## src/hw/uia_map.svh

```systemverilog
// Purpose: constants for the usb interrupt autovector block
// Assumes: included by bare name
// Notes: offsets are processor-side register addresses
`ifndef UIA_MAP_SVH
`define UIA_MAP_SVH
`define UIA_OFF_OUT_IRQ 16'h7faa
`define UIA_OFF_USB_IRQ 16'h7fab
`define UIA_OFF_IN_ENA 16'h7fac
`define UIA_OFF_OUT_ENA 16'h7fad
`define UIA_OFF_IN_IRQ 16'h7fa9
`define UIA_OFF_USB_ENA 16'h7fae
`define UIA_OFF_BAV 16'h7faf
`define UIA_OFF_TW_CS 16'h7fa5
`define UIA_OFF_TW_DAT 16'h7fa6
`define UIA_OFF_EXT_ENA 16'h7fb0
`define UIA_OFF_EXT_FLAG 16'h7fb1
`define UIA_AV_BIT 0
`define UIA_TW_DONE_BIT 0
`define UIA_TW_STOP_BIT 6
`define UIA_TW_ENA_BIT 1
`define UIA_TW_FLAG_BIT 5
`define UIA_JMP_ADDR 16'h0043
`define UIA_AV_BYTE_ADDR 16'h0045
`define UIA_JMP_OPCODE 8'h02
`define UIA_AV_EP_BASE 8'h18
`define UIA_RST_BYTE 8'h00
`define UIA_STOP_CYCLES 8'h0a
`define UIA_DISPATCH_MAX 8
`endif

```

## src/hw/uia_pkg.sv

```systemverilog
// Purpose: shared types for the usb interrupt autovector block
// Assumes: nothing
// Notes: types only
package uia_pkg;
   typedef logic [7:0] uia_byte_t;
   typedef logic [15:0] uia_addr_t;
   typedef enum logic [1:0]
   {
      UIA_TW_IDLE = 2'b00,
      UIA_TW_XFER = 2'b01,
      UIA_TW_STOP = 2'b10
   } uia_tw_state_t;
endpackage : uia_pkg

```

## src/hw/uia_if.sv

```systemverilog
// Purpose: joins the interrupt device and the processor side
// Assumes: one clock
// Notes: rd_data valid one cycle after rd_strobe
`timescale 1ns/1ps
interface uia_if;
   logic [15:0] addr;
   logic [7:0] wr_data;
   logic wr_strobe;
   logic rd_strobe;
   logic [7:0] rd_data;
   logic fetch;
   logic [15:0] fetch_addr;
   logic [7:0] fetch_data;
   logic fetch_subst;
   logic usb_irq;
   logic tw_irq;
   modport device
   (
      input addr, wr_data, wr_strobe, rd_strobe, fetch, fetch_addr,
      output rd_data, fetch_data, fetch_subst, usb_irq, tw_irq
   );
   modport cpu
   (
      output addr, wr_data, wr_strobe, rd_strobe, fetch, fetch_addr,
      input rd_data, fetch_data, fetch_subst, usb_irq, tw_irq
   );
endinterface : uia_if

```

## src/hw/uia_device.sv

```systemverilog
// Purpose: usb interrupt requests, autovector and two-wire interrupt
// Assumes: processor side takes fetch_data only while fetch_subst is high
// Notes:
`timescale 1ns/1ps
`include "uia_map.svh"
module uia_device
(
   input wire logic clock,
   input wire logic sys_rst,
   uia_if.device bus,
   input wire logic [7:0] in_busy,
   input wire logic [7:0] out_busy,
   input wire logic [4:0] core_evt,
   input wire logic tw_byte_done,
   input wire logic tw_stop_sent,
   output logic tw_stop_req
);
   // ----------------------------------------
   // request and enable state
   // ----------------------------------------
   logic [7:0] in_busy_reg, out_busy_reg;
   logic [7:0] in_irq_reg, out_ep_request_bits_reg, in_ena_reg, out_ena_reg;
   logic [4:0] usb_irq_reg, usb_ena_reg;
   logic autovector_enable_reg;
   logic [7:0] tw_cs_reg, tw_dat_reg, ext_ena_reg, ext_flag_reg;
   logic [7:0] rd_data_reg;
   uia_pkg::uia_tw_state_t tw_state_reg;
   wire wr = bus.wr_strobe;
   wire rd = bus.rd_strobe;
   wire [7:0] wd = bus.wr_data;
   wire sel_tw = (bus.addr == `UIA_OFF_TW_CS) || (bus.addr == `UIA_OFF_TW_DAT);
   wire stopping = (tw_state_reg == uia_pkg::UIA_TW_STOP);
   wire tw_acc = sel_tw && (wr || rd) && !stopping;
   // busy falling edge marks buffer handed to the processor
   wire [7:0] in_fall = in_busy_reg & ~in_busy;
   wire [7:0] out_fall = out_busy_reg & ~out_busy;
   wire [7:0] clr_in = (wr && bus.addr == `UIA_OFF_IN_IRQ) ? wd : 8'h00;
   wire [7:0] clr_out = (wr && bus.addr == `UIA_OFF_OUT_IRQ) ? wd : 8'h00;
   wire [4:0] clr_usb = (wr && bus.addr == `UIA_OFF_USB_IRQ) ? wd[4:0] : 5'h00;
   wire [4:0] usb_pend = usb_irq_reg & usb_ena_reg;
   wire [7:0] in_pend = in_irq_reg & in_ena_reg;
   wire [7:0] out_pend = out_ep_request_bits_reg & out_ena_reg;
   wire [20:0] pend = {out_pend[7], in_pend[7], out_pend[6], in_pend[6],
      out_pend[5], in_pend[5], out_pend[4], in_pend[4], out_pend[3], in_pend[3],
      out_pend[2], in_pend[2], out_pend[1], in_pend[1], out_pend[0], in_pend[0],
      usb_pend};

   // slot index to code; code 14 reserved, endpoints start at 18
   function automatic logic [7:0] uia_code(input logic [4:0] slot);
      logic [4:0] s;
      s = (slot < 5'd5) ? slot : slot + 5'd1;
      uia_code = {1'b0, s, 2'b00};
   endfunction : uia_code

   // lowest pending slot gives the lowest code
   function automatic logic [4:0] uia_first(input logic [20:0] p);
      logic [4:0] idx;
      idx = 5'd0;
      for (int i = 20; i >= 0; i--)
      begin
         if (p[i])
         begin
            idx = 5'(i);
         end
      end
      uia_first = idx;
   endfunction : uia_first

   wire [7:0] autovector_byte = uia_code(uia_first(pend));
   wire subst = bus.fetch && autovector_enable_reg && (bus.fetch_addr == `UIA_AV_BYTE_ADDR);
   // outside the substitution cycle the byte reads as zero
   assign bus.fetch_data = subst ? autovector_byte : `UIA_RST_BYTE;
   assign bus.fetch_subst = subst;
   // ----------------------------------------
   // outputs
   // ----------------------------------------
   assign bus.usb_irq = |pend;
   assign bus.tw_irq = ext_flag_reg[`UIA_TW_FLAG_BIT] & ext_ena_reg[`UIA_TW_ENA_BIT];
   assign bus.rd_data = rd_data_reg;
   assign tw_stop_req = tw_cs_reg[`UIA_TW_STOP_BIT];
   wire done_rise = tw_byte_done && !tw_cs_reg[`UIA_TW_DONE_BIT];
   wire tw_dat_wr = tw_acc && wr && (bus.addr == `UIA_OFF_TW_DAT);
   wire tw_cs_wr = tw_acc && wr && (bus.addr == `UIA_OFF_TW_CS);
   wire flag_zero_wr = wr && (bus.addr == `UIA_OFF_EXT_FLAG) && !wd[`UIA_TW_FLAG_BIT];
   wire rd_ok = rd && !(sel_tw && stopping);
   wire [7:0] rd_mux =
      (bus.addr == `UIA_OFF_IN_IRQ) ? in_irq_reg :
      (bus.addr == `UIA_OFF_OUT_IRQ) ? out_ep_request_bits_reg :
      (bus.addr == `UIA_OFF_USB_IRQ) ? {3'h0, usb_irq_reg} :
      (bus.addr == `UIA_OFF_IN_ENA) ? in_ena_reg :
      (bus.addr == `UIA_OFF_OUT_ENA) ? out_ena_reg :
      (bus.addr == `UIA_OFF_USB_ENA) ? {3'h0, usb_ena_reg} :
      (bus.addr == `UIA_OFF_BAV) ? {7'h00, autovector_enable_reg} :
      (bus.addr == `UIA_OFF_TW_CS) ? tw_cs_reg :
      (bus.addr == `UIA_OFF_TW_DAT) ? tw_dat_reg :
      (bus.addr == `UIA_OFF_EXT_ENA) ? ext_ena_reg :
      (bus.addr == `UIA_OFF_EXT_FLAG) ? ext_flag_reg : 8'h00;
   // ----------------------------------------
   // endpoint and usb requests
   // ----------------------------------------
   always_ff @(posedge clock)
   begin
      if (sys_rst)
      begin
         in_busy_reg <= 8'h00;
         out_busy_reg <= 8'h00;
         in_irq_reg <= 8'h00;
         out_ep_request_bits_reg <= 8'h00;
         usb_irq_reg <= 5'h00;
      end
      else
      begin
         in_busy_reg <= in_busy;
         out_busy_reg <= out_busy;
         // set wins over write-one clear
         in_irq_reg <= (in_irq_reg & ~clr_in) | in_fall;
         out_ep_request_bits_reg <= (out_ep_request_bits_reg & ~clr_out) | out_fall;
         usb_irq_reg <= (usb_irq_reg & ~clr_usb) | core_evt;
      end
   end
   // ----------------------------------------
   // enables
   // ----------------------------------------
   always_ff @(posedge clock)
   begin
      if (sys_rst)
      begin
         in_ena_reg <= 8'h00;
         out_ena_reg <= 8'h00;
         usb_ena_reg <= 5'h00;
         autovector_enable_reg <= 1'b0;
         ext_ena_reg <= 8'h00;
      end
      else
      begin
         if (wr && bus.addr == `UIA_OFF_IN_ENA)
            in_ena_reg <= wd;
         if (wr && bus.addr == `UIA_OFF_OUT_ENA)
            out_ena_reg <= wd;
         if (wr && bus.addr == `UIA_OFF_USB_ENA)
            usb_ena_reg <= wd[4:0];
         if (wr && bus.addr == `UIA_OFF_BAV)
            autovector_enable_reg <= wd[`UIA_AV_BIT];
         if (wr && bus.addr == `UIA_OFF_EXT_ENA)
            ext_ena_reg <= wd;
      end
   end
   // ----------------------------------------
   // two-wire interrupt flag
   // ----------------------------------------
   // done rise wins over an access or a zero write in the same cycle
   always_ff @(posedge clock)
   begin
      if (sys_rst)
         ext_flag_reg <= 8'h00;
      else if (done_rise)
         ext_flag_reg[`UIA_TW_FLAG_BIT] <= 1'b1;
      else if (tw_acc)
         ext_flag_reg[`UIA_TW_FLAG_BIT] <= 1'b0;
      else if (flag_zero_wr)
         ext_flag_reg[`UIA_TW_FLAG_BIT] <= 1'b0;
   end
   // ----------------------------------------
   // two-wire control, data and stop sequencing
   // ----------------------------------------
   always_ff @(posedge clock)
   begin
      if (sys_rst)
      begin
         tw_cs_reg <= 8'h00;
         tw_dat_reg <= 8'h00;
         tw_state_reg <= uia_pkg::UIA_TW_IDLE;
      end
      else
      begin
         tw_cs_reg[`UIA_TW_DONE_BIT] <= tw_byte_done;
         if (tw_dat_wr)
            tw_dat_reg <= wd;
         if (tw_cs_wr)
            tw_cs_reg[7:5] <= wd[7:5];
         else if (stopping && tw_stop_sent)
            tw_cs_reg[`UIA_TW_STOP_BIT] <= 1'b0;
         unique case (tw_state_reg)
            uia_pkg::UIA_TW_IDLE,
            uia_pkg::UIA_TW_XFER:
            begin
               if (tw_cs_wr && wd[`UIA_TW_STOP_BIT])
                  tw_state_reg <= uia_pkg::UIA_TW_STOP;
            end
            uia_pkg::UIA_TW_STOP:
            begin
               if (tw_stop_sent)
                  tw_state_reg <= uia_pkg::UIA_TW_IDLE;
            end
            default:
               tw_state_reg <= uia_pkg::UIA_TW_IDLE;
         endcase
      end
   end
   // ----------------------------------------
   // read data, one cycle after the strobe
   // ----------------------------------------
   always_ff @(posedge clock)
   begin
      if (sys_rst)
         rd_data_reg <= 8'h00;
      else
         rd_data_reg <= rd_ok ? rd_mux : 8'h00;
   end
endmodule : uia_device

```

## src/flat_wrapper.sv

```systemverilog
// flat-port wrapper written by rule: the top's interface ports become plain ports
module uia_device_flat 
  (clock, sys_rst, in_busy, out_busy, core_evt, tw_byte_done, tw_stop_sent, tw_stop_req, bus_addr, bus_wr_data, bus_wr_strobe, bus_rd_strobe, bus_fetch, bus_fetch_addr, bus_rd_data, bus_fetch_data, bus_fetch_subst, bus_usb_irq, bus_tw_irq);
  uia_if bus_i ();
  input wire logic clock;
  input wire logic sys_rst;
  input wire logic [7:0] in_busy;
  input wire logic [7:0] out_busy;
  input wire logic [4:0] core_evt;
  input wire logic tw_byte_done;
  input wire logic tw_stop_sent;
  output logic tw_stop_req;
  input wire logic [$bits(bus_i.addr)-1:0] bus_addr;
  input wire logic [$bits(bus_i.wr_data)-1:0] bus_wr_data;
  input wire logic [$bits(bus_i.wr_strobe)-1:0] bus_wr_strobe;
  input wire logic [$bits(bus_i.rd_strobe)-1:0] bus_rd_strobe;
  input wire logic [$bits(bus_i.fetch)-1:0] bus_fetch;
  input wire logic [$bits(bus_i.fetch_addr)-1:0] bus_fetch_addr;
  output wire logic [$bits(bus_i.rd_data)-1:0] bus_rd_data;
  output wire logic [$bits(bus_i.fetch_data)-1:0] bus_fetch_data;
  output wire logic [$bits(bus_i.fetch_subst)-1:0] bus_fetch_subst;
  output wire logic [$bits(bus_i.usb_irq)-1:0] bus_usb_irq;
  output wire logic [$bits(bus_i.tw_irq)-1:0] bus_tw_irq;
  assign bus_i.addr = bus_addr;
  assign bus_i.wr_data = bus_wr_data;
  assign bus_i.wr_strobe = bus_wr_strobe;
  assign bus_i.rd_strobe = bus_rd_strobe;
  assign bus_i.fetch = bus_fetch;
  assign bus_i.fetch_addr = bus_fetch_addr;
  assign bus_rd_data = bus_i.rd_data;
  assign bus_fetch_data = bus_i.fetch_data;
  assign bus_fetch_subst = bus_i.fetch_subst;
  assign bus_usb_irq = bus_i.usb_irq;
  assign bus_tw_irq = bus_i.tw_irq;
  uia_device u_core (.clock(clock), .sys_rst(sys_rst), .bus(bus_i), .in_busy(in_busy), .out_busy(out_busy), .core_evt(core_evt), .tw_byte_done(tw_byte_done), .tw_stop_sent(tw_stop_sent), .tw_stop_req(tw_stop_req));
endmodule
```

## config.mk

```make
export PLATFORM = sky130hd
export DESIGN_NAME = uia_device_flat
export DESIGN_NICKNAME = d
export VERILOG_FILES = /design/src/hw/uia_pkg.sv /design/src/hw/uia_if.sv /design/src/hw/uia_device.sv /design/src/flat_wrapper.sv
export VERILOG_INCLUDE_DIRS = /design/src /design/src/hw
export SDC_FILE = /design/constraint.sdc
export NUM_CORES = 1
export LEC_CHECK = 0
export ABC_AREA = 1
export BUFFER_PORTS_ARGS = -buffer_cell sky130_fd_sc_hd__buf_2
export CAP_MARGIN = 25
export CORE_MARGIN = 1
export CORE_UTILIZATION = 40
export CTS_BUF_LIST = sky130_fd_sc_hd__clkbuf_16
export CTS_CLUSTER_SIZE = 24
export DETAILED_ROUTE_END_ITERATION = 10
export SLEW_MARGIN = 20
export SYNTH_ARGS = -nofsm -noshare
export SYNTH_HDL_FRONTEND = slang
export SYNTH_SLANG_ARGS = --single-unit
export TNS_END_PERCENT = 30
```

## constraint.sdc

```tcl
create_clock -name clock -period 1.9 [get_ports clock]
set_input_delay 0.095 -clock clock [delete_from_list [all_inputs] [get_ports clock]]
set_output_delay 0.095 -clock clock [all_outputs]
set_load 0.02 [all_outputs]
```

==> metrics.csv <==
metric,value,unit
Initial Utilization,41.0,%
first-pass GRT wire length,20600,um
Synth cell types,46,
PwrDens,664,nW/um^2
Setup crit start kind,flip-flop,
IO Port Bufs,84,
Post-Synthesis Cell Area,4440,um^2
violations in the final reports,negative setup slack,
Finished Layout Cells,906,
GRT overflow,0,
CP Capture Type,primary output,
"commonest non-fill, non-tap cells in the layout","117 x nand2_1, 81 x dfxtp_1, 79 x a21oi_1, 79 x buf_2",
Synth Register Bits,89,
total of max-cap violations,0,
final core occ,53.7,%
Syn Inst Count,621,
Tot Pwr,3.86,mW
RD Place Congestion,0.902,
DIE AREA,11500,um^2
CTS tree,yes,
final period utilization,125,%
post-synthesis sequential area ratio,40.1,%
"most common cell after layout, fill and taps aside",nand2_1,
Total GRT Usage,23.6,%
Max-slew headroom,61.4,%
# H-tree levels,3,
Max Freq,420,MHz
placed cell count,865,
Starting DRT DRC Count,287,
Longest Clk Path Bufs,2,
synthesis-to-finish area growth,31.0,%
DR WL/cell,14.2,um
Routed WL,12900,um
DRC,0,
post-route ant nets,0,
Final WS setup,-0.479,ns
drt pass-1 iters,6,
"setup slack, reg-to-reg",0.72,ns
Hold Crit Class,input pin to flip-flop,
Syn. warnings,0,
number of global-route vias before repair,4157,
Detailed Place HPWL,9550,um
Static Leak,2.74,nW
"area leader, netlist",dfxtp_1,
Int Pwr,2.92,mW
CTS buffer count,9,
worst skew pair latency,0.35,ns
chip height,107,um
Comb pwr share,8.1,%
# nets final,830,
fill cell count,1060,
via density per instance,4.95,
WS Path Type,flip-flop to primary output,
Max Transition Viols Final,0,
root buffer cell,clkbuf_16,
final setup violation count,5,
R2R Path Start,u_core.tw_dat_reg[2],
Worst R2R End,u_core.bus.rd_data[2],
Final min period,2.38,ns
power share of the clock group,41.7,%
Total Neg Setup Slack,-2.08,ns
maximum VDD drop,0.648,mV
status,"complete, but fails checks",
Worst-path clk slew,0.06,ns
ant diodes,0,
pin count of the biggest net entering global routing,38,
antenna violations before repair,0,
Yosys top cell area share,40.1,%
io pins,88,
routed via count,4481,
Worst EP arrival,2.28,ns
final hold viol count,0,
Worst-Margin Slew,0.574,ns
RSZ-0062 raised after global routing,yes,
Mean Syn Cell Area,7.15,um^2
Sink Count,89,
Die W,107,um
clock skew,0.00866,ns
Core Area,10800,um^2
"Max FO, Critical Path",2,
largest cells by area after synthesis,"dfxtp_1 40%, nand2_1 11%, a21oi_1 9.2%",
Net Sw Frac,24.4,%
Seq pwr share,50.2,%
Worst EP required,1.80,ns
Std-Cell Rows,38,
NetSw,944,uW
CP Launch Point,u_core.out_ep_request_bits_reg[6],
crit path to,bus_fetch_data[3],
reg2reg path depth,6,
layout cells sized above 1,28.6,%
==> worst min-delay path by stage <==
stage | startpoint | endpoint | slack, ns | cells past startpoint
floorplan | in_busy[0] | u_core.in_busy_reg[0] | 0.22 | 2
global placement | in_busy[3] | u_core.in_busy_reg[3] | 0.31 | 3
detailed placement | out_busy[7] | u_core.out_busy_reg[7] | 0.32 | 3
CTS | tw_stop_sent | u_core.tw_state_reg[1] | 0.01 | 4
global route | bus_wr_data[0] | u_core.tw_dat_reg[0] | 0.05 | 3
finish | tw_stop_sent | u_core.tw_state_reg[1] | 0.03 | 4
==> power groups by stage <==
stage,Clock (mW),Sequential [mW],Combinational [mW]
finish,1.61,1.94,0.315
global route,1.72,1.94,0.349
CTS,1.64,1.94,0.313
detailed placement,0,1.98,0.279
global placement,0,1.98,0.273
floorplan,0,1.97,0.140
==> cell usage after synthesis (all sizes together) <==
master and n:
clkbuf 7, buf 10, a31oi 1, a32oi 2, clkinv 1, a41oi 2
dfxtp 89, nor4b 1, o31ai 2, o32a 1, inv 87, o22ai 1
a211oi 3, nand3b 1, nor3 8, o21bai 3, nand4 3, o311ai 1
ha 1, a21oi 87, nand2 132, nand3 27, nor2 64, o21ai 81
a311oi 1, o221ai 1, a221oi 1, conb 1, nor4 2
==> metal layers <==
layer  global-route usage (%)  part of all wire (%)  up-vias
met5                        0                     0        -
met4                     8.51                   1.7        0
met3                     4.84                   6.0       18
met2                     38.0                    46      126
met1                     31.3                    47     2015
li1                         -                     -     2322
==> cell families (layout without fill, tap and decap cells) <==
kind of cell	Yosys count	in the layout	share of synthesized area, %
buf+inv	105	248	10.0
other cells	1	3	0.0844
simple gates	238	238	26.3
fa+ha+maj	1	1	0.282
flops	89	89	40.1
compound gates	187	187	23.2
==> metrics by stage <==
stage	instance area [um^2]	hold WS, ns	setup slack [ns]
2_1_floorplan	4460	0.220	-0.0864
3_3_place_gp	5210	0.311	-0.150
3_5_place_dp	5210	0.318	-0.223
4_1_cts	5770	0.0127	-0.481
5_1_grt	5820	0.0461	-0.658
6_report	5820	0.0266	-0.479
==> worst max-delay path, stage by stage, from the launching register on <==
cell	delay, ns
dfxtp_2	0.34
nand2_2	0.07
inv_2	0.04
nand2_1	0.04
nand3_1	0.06
nand2_1	0.06
nand2_1	0.05
nand2_1	0.05
nand2_1	0.06
nand2_1	0.05
nand2_1	0.06
nand2_1	0.05
nand2_1	0.06
nand2_1	0.04
nand2_1	0.06
nand2_2	0.06
nand2_2	0.08
inv_2	0.05
ha_4	0.26
inv_2	0.03
nand2_1	0.05
nand2_1	0.05
nor2_1	0.11
buf_4	0.15
==> what timing repair did <==
item	CTS	global route
endpoints found under the setup margin	5	5
endpoints found under the hold margin	23	0
buffers inserted	1	2
gates resized for setup	34	13
hold buffers	22	0
pin swaps	17	12
==> area by class of cell <==
class / count / area (um^2) / share of cell area (%)
clock buffer: 9 / 225 / 3.87
clock inverter: 7 / 35.0 / 0.602
inverter: 88 / 335 / 5.76
multi-input combinational: 429 / 2310 / 39.6
sequential: 89 / 1790 / 30.8
tap: 140 / 175 / 3.01
timing repair buffer: 144 / 950 / 16.3
Note: power is estimated with default switching activity, not from simulation.
